`src/verilog/lcdi_pkg.sv`:
```
package lcdi_pkg;

  localparam int          LCDI_DATA_W         = 32;
  localparam int          LCDI_CONTRAST_W     = 8;
  localparam int          LCDI_SRC_W          = 7;
  localparam int          LCDI_SEL_W          = 6;

  localparam logic [7:0]  LCDI_OFS_CONTRAST   = 8'h00;
  localparam logic [7:0]  LCDI_OFS_EN_SET     = 8'h04;
  localparam logic [7:0]  LCDI_OFS_EN_CLR     = 8'h08;
  localparam logic [7:0]  LCDI_OFS_EN_STATE   = 8'h0c;
  localparam logic [7:0]  LCDI_OFS_PEND_STATE = 8'h10;
  localparam logic [7:0]  LCDI_OFS_PEND_CLR   = 8'h14;

  localparam int          LCDI_SEL_CONTRAST   = 0;
  localparam int          LCDI_SEL_EN_SET     = 1;
  localparam int          LCDI_SEL_EN_CLR     = 2;
  localparam int          LCDI_SEL_EN_STATE   = 3;
  localparam int          LCDI_SEL_PEND_STATE = 4;
  localparam int          LCDI_SEL_PEND_CLR   = 5;

  localparam int          LCDI_BIT_LINE       = 0;
  localparam int          LCDI_BIT_LAST_LINE  = 1;
  localparam int          LCDI_BIT_FRAME_DONE = 2;
  localparam int          LCDI_BIT_UNUSED     = 3;
  localparam int          LCDI_BIT_FIFO_EMPTY = 4;
  localparam int          LCDI_BIT_FIFO_OVR   = 5;
  localparam int          LCDI_BIT_DMA_FAULT  = 6;

  localparam logic [6:0]  LCDI_SRC_VALID      = 7'h77;
  localparam logic [7:0]  LCDI_CONTRAST_RST   = 8'h00;
  localparam logic [6:0]  LCDI_MASK_RST       = 7'h00;
  localparam logic [6:0]  LCDI_PEND_RST       = 7'h00;

  localparam logic [1:0]  LCDI_RESP_OKAY      = 2'h0;
  localparam logic [1:0]  LCDI_RESP_SLVERR    = 2'h2;

  typedef enum logic [1:0] {
    LCDI_WR_IDLE = 2'h1,
    LCDI_WR_RESP = 2'h2
  } lcdi_wr_state_t;

  typedef enum logic [1:0] {
    LCDI_RD_IDLE = 2'h1,
    LCDI_RD_DATA = 2'h2
  } lcdi_rd_state_t;

endpackage

```
`src/verilog/lcdi_irq_bank.sv`:
```
`timescale 1ns/10ps
`default_nettype none
module lcdi_irq_bank
  import lcdi_pkg::*;
#(
  parameter int SRC_W = LCDI_SRC_W
) (
  input  wire logic             clock,
  input  wire logic             rst,
  input  wire logic [SRC_W-1:0] src_event,
  input  wire logic             enable_set_we,
  input  wire logic             enable_clear_we,
  input  wire logic             pending_clear_we,
  input  wire logic [SRC_W-1:0] cmd_bits,
  output logic      [SRC_W-1:0] enable_state,
  output logic      [SRC_W-1:0] pending_state,
  output logic                  irq
);

  if (SRC_W != LCDI_SRC_W) begin : g_width_check
    $error("lcdi_irq_bank: SRC_W must match the source layout");
  end

  logic [SRC_W-1:0] mask_reg;
  logic [SRC_W-1:0] mask_next;
  logic [SRC_W-1:0] pend_reg;
  logic [SRC_W-1:0] pend_next;
  logic             irq_reg;
  logic             irq_next;
  logic [SRC_W-1:0] cmd_valid;

  always_comb begin
    // Unused positions never become enabled or pending
    cmd_valid = cmd_bits & LCDI_SRC_VALID;
    mask_next = mask_reg;
    pend_next = pend_reg;
    if (enable_set_we) begin
      mask_next = mask_reg | cmd_valid;
    end
    if (enable_clear_we) begin
      mask_next = mask_reg & ~cmd_valid;
    end
    if (pending_clear_we) begin
      pend_next = pend_reg & ~cmd_valid;
    end
    // Event in the clearing cycle survives: set wins
    pend_next = pend_next | (src_event & LCDI_SRC_VALID);
    // Registered so the pin never glitches on decode
    irq_next  = |(pend_next & mask_next);
  end

  always_ff @(posedge clock or posedge rst) begin
    if (rst) begin
      mask_reg <= LCDI_MASK_RST;
      pend_reg <= LCDI_PEND_RST;
      irq_reg  <= 1'b0;
    end else begin
      mask_reg <= mask_next;
      pend_reg <= pend_next;
      irq_reg  <= irq_next;
    end
  end

  assign enable_state  = mask_reg;
  assign pending_state = pend_reg;
  assign irq           = irq_reg;

endmodule
`default_nettype wire

```
`src/verilog/lcdi_regs_top.sv`:
```
// The address map and the AXI4-Lite interface to the registers are this design's own decisions.
`timescale 1ns/10ps
`default_nettype none
module lcdi_regs_top
  import lcdi_pkg::*;
#(
  parameter int ADDR_WIDTH = 8
) (
  input  wire logic                   clock,
  input  wire logic                   rst,
  input  wire logic [ADDR_WIDTH-1:0]  s_axi_awaddr,
  input  wire logic [2:0]             s_axi_awprot,
  input  wire logic                   s_axi_awvalid,
  output logic                        s_axi_awready,
  input  wire logic [LCDI_DATA_W-1:0] s_axi_wdata,
  input  wire logic [3:0]             s_axi_wstrb,
  input  wire logic                   s_axi_wvalid,
  output logic                        s_axi_wready,
  output logic      [1:0]             s_axi_bresp,
  output logic                        s_axi_bvalid,
  input  wire logic                   s_axi_bready,
  input  wire logic [ADDR_WIDTH-1:0]  s_axi_araddr,
  input  wire logic [2:0]             s_axi_arprot,
  input  wire logic                   s_axi_arvalid,
  output logic                        s_axi_arready,
  output logic      [LCDI_DATA_W-1:0] s_axi_rdata,
  output logic      [1:0]             s_axi_rresp,
  output logic                        s_axi_rvalid,
  input  wire logic                   s_axi_rready,
  input  wire logic                   line_evt,
  input  wire logic                   last_line_evt,
  input  wire logic                   frame_done_evt,
  input  wire logic                   fifo_empty_fault_evt,
  input  wire logic                   fifo_overrun_evt,
  input  wire logic                   dma_fault_evt,
  output logic      [7:0]             contrast_duty_value,
  output logic                        irq
);

  if (ADDR_WIDTH < 8 || ADDR_WIDTH > 32) begin : g_addr_check
    $error("lcdi_regs_top: ADDR_WIDTH must lie between 8 and 32");
  end

  // Exact word match; misaligned or out-of-range addresses select nothing
  function automatic logic [LCDI_SEL_W-1:0] reg_decode(input logic [ADDR_WIDTH-1:0] addr);
    logic [LCDI_SEL_W-1:0] sel;
    sel = '0;
    if (addr == ADDR_WIDTH'(LCDI_OFS_CONTRAST)) begin
      sel[LCDI_SEL_CONTRAST] = 1'b1;
    end
    if (addr == ADDR_WIDTH'(LCDI_OFS_EN_SET)) begin
      sel[LCDI_SEL_EN_SET] = 1'b1;
    end
    if (addr == ADDR_WIDTH'(LCDI_OFS_EN_CLR)) begin
      sel[LCDI_SEL_EN_CLR] = 1'b1;
    end
    if (addr == ADDR_WIDTH'(LCDI_OFS_EN_STATE)) begin
      sel[LCDI_SEL_EN_STATE] = 1'b1;
    end
    if (addr == ADDR_WIDTH'(LCDI_OFS_PEND_STATE)) begin
      sel[LCDI_SEL_PEND_STATE] = 1'b1;
    end
    if (addr == ADDR_WIDTH'(LCDI_OFS_PEND_CLR)) begin
      sel[LCDI_SEL_PEND_CLR] = 1'b1;
    end
    return sel;
  endfunction

  lcdi_wr_state_t               wr_state_reg;
  lcdi_wr_state_t               wr_state_next;
  logic                         awready_reg;
  logic                         awready_next;
  logic                         wready_reg;
  logic                         wready_next;
  logic                         bvalid_reg;
  logic                         bvalid_next;
  logic [1:0]                   bresp_reg;
  logic [1:0]                   bresp_next;
  logic                         aw_held_reg;
  logic                         aw_held_next;
  logic                         w_held_reg;
  logic                         w_held_next;
  logic [ADDR_WIDTH-1:0]        waddr_reg;
  logic [ADDR_WIDTH-1:0]        waddr_next;
  logic [LCDI_DATA_W-1:0]       wdata_reg;
  logic [LCDI_DATA_W-1:0]       wdata_next;
  logic [3:0]                   wstrb_reg;
  logic [3:0]                   wstrb_next;
  logic [LCDI_CONTRAST_W-1:0]   contrast_reg;
  logic [LCDI_CONTRAST_W-1:0]   contrast_next;

  lcdi_rd_state_t               rd_state_reg;
  lcdi_rd_state_t               rd_state_next;
  logic                         arready_reg;
  logic                         arready_next;
  logic                         rvalid_reg;
  logic                         rvalid_next;
  logic [1:0]                   rresp_reg;
  logic [1:0]                   rresp_next;
  logic [LCDI_DATA_W-1:0]       rdata_reg;
  logic [LCDI_DATA_W-1:0]       rdata_next;

  logic                         aw_take;
  logic                         w_take;
  logic                         wr_fire;
  logic [ADDR_WIDTH-1:0]        wr_addr;
  logic [LCDI_DATA_W-1:0]       wr_word;
  logic [3:0]                   wr_strb;
  logic [LCDI_SEL_W-1:0]        wr_sel;
  logic                         cmd_ok;
  logic [LCDI_SEL_W-1:0]        rd_sel;

  logic [LCDI_SRC_W-1:0]        src_event;
  logic [LCDI_SRC_W-1:0]        enable_state;
  logic [LCDI_SRC_W-1:0]        pending_state;
  logic                         irq_bank;

  // Events come from logic on this clock, so no synchroniser
  always_comb begin
    src_event                      = '0;
    src_event[LCDI_BIT_LINE]       = line_evt;
    src_event[LCDI_BIT_LAST_LINE]  = last_line_evt;
    src_event[LCDI_BIT_FRAME_DONE] = frame_done_evt;
    src_event[LCDI_BIT_UNUSED]     = 1'b0;
    src_event[LCDI_BIT_FIFO_EMPTY] = fifo_empty_fault_evt;
    src_event[LCDI_BIT_FIFO_OVR]   = fifo_overrun_evt;
    src_event[LCDI_BIT_DMA_FAULT]  = dma_fault_evt;
  end

  // Write channel: address and data taken in either order
  always_comb begin
    wr_state_next = wr_state_reg;
    awready_next  = awready_reg;
    wready_next   = wready_reg;
    bvalid_next   = bvalid_reg;
    bresp_next    = bresp_reg;
    aw_held_next  = aw_held_reg;
    w_held_next   = w_held_reg;
    waddr_next    = waddr_reg;
    wdata_next    = wdata_reg;
    wstrb_next    = wstrb_reg;
    contrast_next = contrast_reg;
    aw_take       = s_axi_awvalid & awready_reg;
    w_take        = s_axi_wvalid & wready_reg;
    wr_addr       = aw_held_reg ? waddr_reg : s_axi_awaddr;
    wr_word       = w_held_reg ? wdata_reg : s_axi_wdata;
    wr_strb       = w_held_reg ? wstrb_reg : s_axi_wstrb;
    wr_sel        = reg_decode(wr_addr);
    wr_fire       = 1'b0;
    unique case (wr_state_reg)
      LCDI_WR_IDLE: begin
        if (aw_take) begin
          aw_held_next = 1'b1;
          waddr_next   = s_axi_awaddr;
        end
        if (w_take) begin
          w_held_next = 1'b1;
          wdata_next  = s_axi_wdata;
          wstrb_next  = s_axi_wstrb;
        end
        if ((aw_held_reg | aw_take) && (w_held_reg | w_take)) begin
          wr_fire       = 1'b1;
          aw_held_next  = 1'b0;
          w_held_next   = 1'b0;
          awready_next  = 1'b0;
          wready_next   = 1'b0;
          bvalid_next   = 1'b1;
          bresp_next    = (wr_sel == '0) ? LCDI_RESP_SLVERR : LCDI_RESP_OKAY;
          wr_state_next = LCDI_WR_RESP;
        end else begin
          awready_next = ~(aw_held_reg | aw_take);
          wready_next  = ~(w_held_reg | w_take);
        end
      end
      LCDI_WR_RESP: begin
        if (s_axi_bready) begin
          bvalid_next   = 1'b0;
          awready_next  = 1'b1;
          wready_next   = 1'b1;
          wr_state_next = LCDI_WR_IDLE;
        end
      end
      default: begin
        aw_held_next  = 1'b0;
        w_held_next   = 1'b0;
        awready_next  = 1'b0;
        wready_next   = 1'b0;
        bvalid_next   = 1'b0;
        wr_state_next = LCDI_WR_IDLE;
      end
    endcase
    // Only byte lane 0 carries implemented bits
    if (wr_fire && wr_sel[LCDI_SEL_CONTRAST] && wr_strb[0]) begin
      contrast_next = wr_word[LCDI_CONTRAST_W-1:0];
    end
  end

  always_ff @(posedge clock or posedge rst) begin
    if (rst) begin
      wr_state_reg <= LCDI_WR_IDLE;
      awready_reg  <= 1'b0;
      wready_reg   <= 1'b0;
      bvalid_reg   <= 1'b0;
      bresp_reg    <= LCDI_RESP_OKAY;
      aw_held_reg  <= 1'b0;
      w_held_reg   <= 1'b0;
      waddr_reg    <= '0;
      wdata_reg    <= '0;
      wstrb_reg    <= 4'h0;
      contrast_reg <= LCDI_CONTRAST_RST;
    end else begin
      wr_state_reg <= wr_state_next;
      awready_reg  <= awready_next;
      wready_reg   <= wready_next;
      bvalid_reg   <= bvalid_next;
      bresp_reg    <= bresp_next;
      aw_held_reg  <= aw_held_next;
      w_held_reg   <= w_held_next;
      waddr_reg    <= waddr_next;
      wdata_reg    <= wdata_next;
      wstrb_reg    <= wstrb_next;
      contrast_reg <= contrast_next;
    end
  end

  // Command registers act in the cycle the write completes
  assign cmd_ok = wr_fire & wr_strb[0];

  lcdi_irq_bank #(
    .SRC_W            (LCDI_SRC_W)
  ) u_irq_bank (
    .clock            (clock),
    .rst              (rst),
    .src_event        (src_event),
    .enable_set_we    (cmd_ok & wr_sel[LCDI_SEL_EN_SET]),
    .enable_clear_we  (cmd_ok & wr_sel[LCDI_SEL_EN_CLR]),
    .pending_clear_we (cmd_ok & wr_sel[LCDI_SEL_PEND_CLR]),
    .cmd_bits         (wr_word[LCDI_SRC_W-1:0]),
    .enable_state     (enable_state),
    .pending_state    (pending_state),
    .irq              (irq_bank)
  );

  // Read channel; write-only registers read as zero
  always_comb begin
    rd_state_next = rd_state_reg;
    arready_next  = arready_reg;
    rvalid_next   = rvalid_reg;
    rresp_next    = rresp_reg;
    rdata_next    = rdata_reg;
    rd_sel        = reg_decode(s_axi_araddr);
    unique case (rd_state_reg)
      LCDI_RD_IDLE: begin
        arready_next = 1'b1;
        if (s_axi_arvalid && arready_reg) begin
          arready_next  = 1'b0;
          rvalid_next   = 1'b1;
          rresp_next    = LCDI_RESP_OKAY;
          rdata_next    = '0;
          rd_state_next = LCDI_RD_DATA;
          if (rd_sel == '0) begin
            rresp_next = LCDI_RESP_SLVERR;
          end
          if (rd_sel[LCDI_SEL_CONTRAST]) begin
            rdata_next = LCDI_DATA_W'(contrast_reg);
          end
          if (rd_sel[LCDI_SEL_EN_STATE]) begin
            rdata_next = LCDI_DATA_W'(enable_state);
          end
          if (rd_sel[LCDI_SEL_PEND_STATE]) begin
            rdata_next = LCDI_DATA_W'(pending_state);
          end
        end
      end
      LCDI_RD_DATA: begin
        if (s_axi_rready) begin
          rvalid_next   = 1'b0;
          arready_next  = 1'b1;
          rd_state_next = LCDI_RD_IDLE;
        end
      end
      default: begin
        arready_next  = 1'b0;
        rvalid_next   = 1'b0;
        rd_state_next = LCDI_RD_IDLE;
      end
    endcase
  end

  always_ff @(posedge clock or posedge rst) begin
    if (rst) begin
      rd_state_reg <= LCDI_RD_IDLE;
      arready_reg  <= 1'b0;
      rvalid_reg   <= 1'b0;
      rresp_reg    <= LCDI_RESP_OKAY;
      rdata_reg    <= '0;
    end else begin
      rd_state_reg <= rd_state_next;
      arready_reg  <= arready_next;
      rvalid_reg   <= rvalid_next;
      rresp_reg    <= rresp_next;
      rdata_reg    <= rdata_next;
    end
  end

  assign s_axi_awready       = awready_reg;
  assign s_axi_wready        = wready_reg;
  assign s_axi_bvalid        = bvalid_reg;
  assign s_axi_bresp         = bresp_reg;
  assign s_axi_arready       = arready_reg;
  assign s_axi_rvalid        = rvalid_reg;
  assign s_axi_rresp         = rresp_reg;
  assign s_axi_rdata         = rdata_reg;
  assign contrast_duty_value = contrast_reg;
  assign irq                 = irq_bank;

endmodule
`default_nettype wire

```
`config.mk`:
```
export PLATFORM = sky130hd
export DESIGN_NAME = lcdi_regs_top
export DESIGN_NICKNAME = d
export VERILOG_FILES = /design/src/verilog/lcdi_pkg.sv /design/src/verilog/lcdi_irq_bank.sv /design/src/verilog/lcdi_regs_top.sv
export SDC_FILE = /design/constraint.sdc
export NUM_CORES = 1
export LEC_CHECK = 0
export ABC_CLOCK_PERIOD_IN_PS = 2850
export BUFFER_PORTS_ARGS = -buffer_cell sky130_fd_sc_hd__buf_4
export CAP_MARGIN = 25
export CORE_ASPECT_RATIO = 0.9
export CORE_MARGIN = 2
export CORE_UTILIZATION = 30
export CTS_BUF_LIST = sky130_fd_sc_hd__clkbuf_4 sky130_fd_sc_hd__clkbuf_8
export CTS_CLUSTER_DIAMETER = 120
export DETAILED_ROUTE_END_ITERATION = 8
export PLACE_DENSITY = 0.59
export SYNTH_ARGS = -nofsm -noshare
export SYNTH_HDL_FRONTEND = slang
export SYNTH_SLANG_ARGS = --single-unit
```
`constraint.sdc`:
```
create_clock -name clock -period 2.85 [get_ports clock]
set_input_delay 0.285 -clock clock [delete_from_list [all_inputs] [get_ports clock]]
set_output_delay 0.285 -clock clock [all_outputs]
set_load 0.02 [all_outputs]
```
* Yosys cells after proc, flatten, opt, wreduce, memory -nomap -nowiden *
Cells that the tools add are included.

storage, ports and cells
  flip-flop bits (word level) = 87
  output and inout bits = 50
  word-level logic and storage cells = 124

cells by class
  eq/ne operators = 20
  mux-type cells = 51
  bitwise logic cells = 17
  reductions and logical operators = 17

operators with widths
  kind                  count
  $mux W32              2
  $eq A8 B4 Y1 const B  4
  $eq A8 B5 Y1 const B  4
  $mux W1               28
  $mux W8               3
  $and A7 B7 Y7         3
  $mux W7               3
  $eq A8 B3 Y1 const B  2
  $logic_not A8 Y1      2
  $reduce_and A2 Y1     8
  $or A7 B7 Y7          2
  $pmux W1 S2           7
  $logic_not A6 Y1      2
  $mux W2               6
  $ne A2 B2 Y1 const B  4
  $pmux W2 S2           2
  $not A7 Y7            1
  $reduce_or A7 Y1      1
  $and A1 B1 Y1         6
  $ne A3 B3 Y1 const B  2
  $eq A2 B1 Y1 const B  2
  $eq A2 B2 Y1 const B  2
  $logic_and A1 B1 Y1   4
  $not A1 Y1            3
  $or A1 B1 Y1          2

* Depth between registers and ports, before layout *
  depth in word-level cells = 11
  depth in mapped cells = 9
  gate-level depth less buffers = 7

* Hierarchy *
A second synthesis with hierarchy kept.

second synthesis, totals
  cells, all modules = 268
  area, all modules = 2892.8 sq um

by module, submodules not included
  module         times used  cells each  area each (sq um)
  lcdi_regs_top  1           223         2389.8
  lcdi_irq_bank  1           45          503.0

* Least setup slack after synthesis *
OpenSTA, ideal clock, no wires.

  path kind = register to register
  start = register wr_state_reg[1]
  end = register u_irq_bank.irq_reg, in the netlist u_irq_bank.irq
  arrival time = 2.067 ns
  data required time = 2.716 ns
  setup slack = 0.648 ns
  stages on the path, launching flop included = 10
  path buffers = 2
  period minus slack after synthesis = 2.202 ns
  cells stage by stage = dfrtp_1 > inv_1 > ha_1 > buf_2 > or3b_4 > buf_6 > o41ai_4 > o211ai_2 > a32oi_1 > nand4_1

on the way
  word-level cells in the longest chain between the ends = 8
  elaborated cells between the ends (all ways) = 12
  classes of those cells = eq/ne (1); mux (4); bitwise (6); reduce/logical (1)

ends and longest elaborated chain
  what                         RTL line              RTL
  start, declared              lcdi_regs_top.sv:69   lcdi_wr_state_t wr_state_reg;
  start signal, assigned       lcdi_regs_top.sv:212  wr_state_reg <= wr_state_next;
  $eq A2 B1 Y1 (*)             lcdi_regs_top.sv:150  unique case (wr_state_reg)
  $mux W1 (*)                  lcdi_regs_top.sv:150
  $and A1 B1 Y1 (*)            lcdi_regs_top.sv:227  assign cmd_ok = wr_fire & wr_strb[0];
  $and A1 B1 Y1                lcdi_regs_top.sv:235  .enable_set_we (cmd_ok & wr_sel[LCDI_SEL_EN_SET]),
  $mux W7                      lcdi_irq_bank.sv:37   if (enable_set_we) begin
  $mux W7 (*)                  lcdi_irq_bank.sv:40   if (enable_clear_we) begin
  net u_irq_bank.mask_next[5]  lcdi_irq_bank.sv:25   logic [SRC_W-1:0] mask_next;
  $and A7 B7 Y7 (*)            lcdi_irq_bank.sv:49   irq_next = |(pend_next & mask_next);
  $reduce_or A7 Y1 (*)         lcdi_irq_bank.sv:49
  net u_irq_bank.irq_next      lcdi_irq_bank.sv:29   logic irq_next;
  end signal, assigned         lcdi_irq_bank.sv:60   irq_reg <= irq_next;
  end, declared                lcdi_irq_bank.sv:28   logic irq_reg;

The timed path passes the listed nets; every way through them passes the cells marked *.
A chain may end at the register's enable or synchronous reset.

* Worst setup path in the final report *
  start = register aw_held_reg
  end = register u_irq_bank.irq_reg, in the netlist u_irq_bank.irq

on the way
  word-level cells in the longest chain between the ends = 10
  elaborated cells between the ends (all ways) = 21
  classes of those cells = eq/ne (3); mux (9); bitwise (7); reduce/logical (2)

ends and longest elaborated chain
  what                         RTL line              RTL
  start, declared              lcdi_regs_top.sv:79   logic aw_held_reg;
  start signal, assigned       lcdi_regs_top.sv:217  aw_held_reg <= aw_held_next;
  $or A1 B1 Y1                 lcdi_regs_top.sv:161  if ((aw_held_reg | aw_take) && (w_held_reg | w_take)) begin
  $logic_and A1 B1 Y1          lcdi_regs_top.sv:161
  $mux W1                      lcdi_regs_top.sv:161
  $mux W1                      lcdi_regs_top.sv:150
  $and A1 B1 Y1                lcdi_regs_top.sv:227
  $and A1 B1 Y1 (*)            lcdi_regs_top.sv:237  .pending_clear_we (cmd_ok & wr_sel[LCDI_SEL_PEND_CLR]),
  $mux W7 (*)                  lcdi_irq_bank.sv:43   if (pending_clear_we) begin
  $or A7 B7 Y7 (*)             lcdi_irq_bank.sv:47   pend_next = pend_next | (src_event & LCDI_SRC_VALID);
  net u_irq_bank.pend_next[4]  lcdi_irq_bank.sv:27   logic [SRC_W-1:0] pend_next;
  $and A7 B7 Y7 (*)            lcdi_irq_bank.sv:49
  $reduce_or A7 Y1 (*)         lcdi_irq_bank.sv:49
  net u_irq_bank.irq_next      lcdi_irq_bank.sv:29

Marked as above.

==> results.md <==
* Fillers at just under 1000
* Inst Count DP at about 470
* Clk sink count at 57
* Crit Path Category: flip-flop to flip-flop
* Die area at 0.0110 mm2
* Setup TNS at 0 ns
* Detailed Route WL at 6660 um
* Number of I/O port buffers at between 60 and 70
* Worst Tran Pin Value at about 0.81 ns
* DRC Markers at 0
* Via/cell ratio at 4.68
* Post-CTS sizing at 0
* Arr. time, crit path at 2.69 ns
* Max Clock Skew at roughly 0.0056 ns
* Static leakage at ~1.7 nW
* CTS HTree Levels at 3
* Longest Clk Path Bufs at 2
* Total power per unit cell area at 823 mW/mm2
* Max-Slew Margin vs Limit at between 40% and 50%
* I/O pin count at roughly 120
* Vias in the first global route at approximately 2200
* Number of flops mapped to enable cells by yosys at 0
* Post-CTS Hold Fix Bufs at 1
* Layout cells sized above 1 at about a third
* Maximum vdd drop at ~0.33 mV
* First drt pass iteration count at 5
* Critical Path End Type: flip-flop
* Net count reported at finish at 426
* FFs w/ async S/R, synth at 100%
* Worst skew pair latency at ~0.34 ns
* GRT overflow at 0
* Register bit total from synthesis at 57
* Most frequent cells in the layout: buf_4 (68), dfrtp_1 (55), nand2_1 (26), conb_1 (26), mux2_2 (19)
* Fin cells at ~480
* Clock root buffer: clkbuf_8
* Status: finished clean
* R2R Setup Slk at 0.36 ns
* Finish-stage setup viols at 0
* P&R area growth vs syn at 23.9%
* Post-Place Setup Slack at around 0.33 ns
* Clk pin slew, worst setup/hold paths at approximately 0.060 ns
* DR iter-0 viols at slightly below 90
* Ys Warns at 0
* Design area at 0.00378 mm2
* Final core occ at about two fifths
* Min Tclk post-route at around 2.5 ns
* Synth Cell Area at roughly 0.003 mm2
* Dpl cell area at around 0.0036 mm2
* Die width at 110 um
* Setup Buffers After CTS at 0
* Cell Rows at 34
* Core Area at 0.00978 mm2
* Avg Cell Area, Syn at ~11 um2
* TritonCTS clock tree: done
* Gr usage total at about an eighth
* Hold Fails Final Rpt at 0
* Initial Utilization at a little under a third
* Max Cap Viol at 0
* Most common cell after layout, fill and taps aside: buf_4
* Max Clk Rate at between 400 and 500 MHz
* Synth Instances at 280
* Number of CTS-inserted buffers at 9
* Post-route setup slack at about 0.36 ns
* Count of final max-slew check failures at 0
* ANT nets after route at 0
* Critical path startpoint category: flip-flop
* Seq/Total Area, Yosys at 46.8%
* Synth Flop Type: dfrtp_1
* CP required at a little over 3 ns
* Largest net degree at the start of global routing at 23
* Post-synthesis cell type count at 55
* Ant diodes at 0
* GPL Wtd Cong at around 0.8
* Post-DP HPWL at roughly 5200 um
* Routed wire length per instance at roughly 14 um
* Final worst path period share at just under 90%
* Crit-path max FO at 12
* Chip height at 99.7 um
* Min-Delay Path Class: input port to flip-flop
* RSZ-0062 raised after global routing: false
* Initial antenna violation count at 0
* Via count at 2255
* First-pass GRT wire length at about 10000 um
## synth_stat cells (all sizes together) (2+ instances only)
library cell / n / share of area [%]
dfrtp: 55 / 45
buf: 33 / 8.3
nand2: 26 / 3.2
o21ai: 25 / 4.1
mux2: 22 / 8.2
nor2: 15 / 1.8
a21oi: 12 / 2.2
mux2i: 10 / 3.3
inv: 8 / 0.98
nand3: 6 / 1.3
nor3: 6 / 1.5
a222oi: 4 / 1.3
a22oi: 4 / 0.98
ha: 4 / 1.6
nand2b: 4 / 0.82
nor4: 4 / 1.5
nand3b: 3 / 0.74
o221ai: 3 / 1.1
o22a: 3 / 0.86
o31ai: 3 / 0.74
o41ai: 3 / 1.5
a21boi: 2 / 0.49
a221o: 2 / 0.66
and3b: 2 / 0.57
dfstp: 2 / 1.7
nor2b: 2 / 0.41
nor4b: 2 / 1.3
o22ai: 2 / 0.41
or4: 2 / 0.49
## cells by family after synthesis
logic type | Yosys count | synth area share [%]
other | 1 | 0.123
AO/OA/AOI/OAI | 67 | 15.4
flip-flops | 57 | 46.8
AND/OR/NAND/NOR | 77 | 15.1
adder cells (fa/ha/maj) | 4 | 1.64
buffers and inverters | 42 | 9.42
multiplexers | 32 | 11.5
## per-stage QoR
| step | power, mW | hold slack (ns) |
|---|---|---|
| 3_5_place_dp | 2.34 | 0.298 |
| 6_report | 3.12 | 0.176 |
| 5_1_grt | 3.32 | 0.184 |
| 4_1_cts | 3.16 | 0.175 |
| 2_1_floorplan | 2.04 | 0.415 |
| 3_3_place_gp | 2.30 | 0.294 |
## power breakdown
part	switching, mW	internal, mW	total, mW
combinational	0.590	0.506	1.10
sequential	0.169	1.04	1.21
clock	0.314	0.494	0.808
total	1.07	2.04	3.12
## cell type report
cell class                      count  area (um2)  area share (%)
Sequential cell                    57        1430            37.8
Timing Repair Buffer               69         520            13.8
Tap cell                          126         158            4.17
Multi-Input combinational cell    206        1430            37.8
Clock buffer                       14         180            4.76
Clock inverter                      2        35.0           0.926
Inverter                            8        30.0           0.794
## routing by layer
layer,GRT usage (%),vias up,wire length (um)
li1,-,1112,-
met2,18.8,65,3060
met1,17.4,1066,3130
met5,0,-,0
met3,2.42,12,331
met4,5.87,0,136
## final timing paths
kind | startpoint | cells past startpoint | to
min reg2reg | s_axi_rdata[3]$_DFFE_PP0P_ | 2 | s_axi_rdata[3]$_DFFE_PP0P_
max in group asynchronous | rst | 4 | contrast_duty_value[4]$_DFFE_PP0P_
min | line_evt | 2 | u_irq_bank.pending_state[0]$_DFF_PP0_
max | aw_held_reg$_DFFE_PP0P_ | 6 | u_irq_bank.irq$_DFF_PP0_
max reg2reg | aw_held_reg$_DFFE_PP0P_ | 6 | u_irq_bank.irq$_DFF_PP0_
min in group asynchronous | rst | 3 | rd_state_reg[1]$_DFFE_PP0P_
## worst max-delay path, cell delays in order (launching register included)
cell and delay [ns]:
dfrtp_1 0.69, nor4b_4 0.34, o221ai_2 0.34, nor3_2 0.42
a21oi_1 0.15, a22oi_1 0.26, nand4_1 0.15
Power figures use the tool's default switching activity.
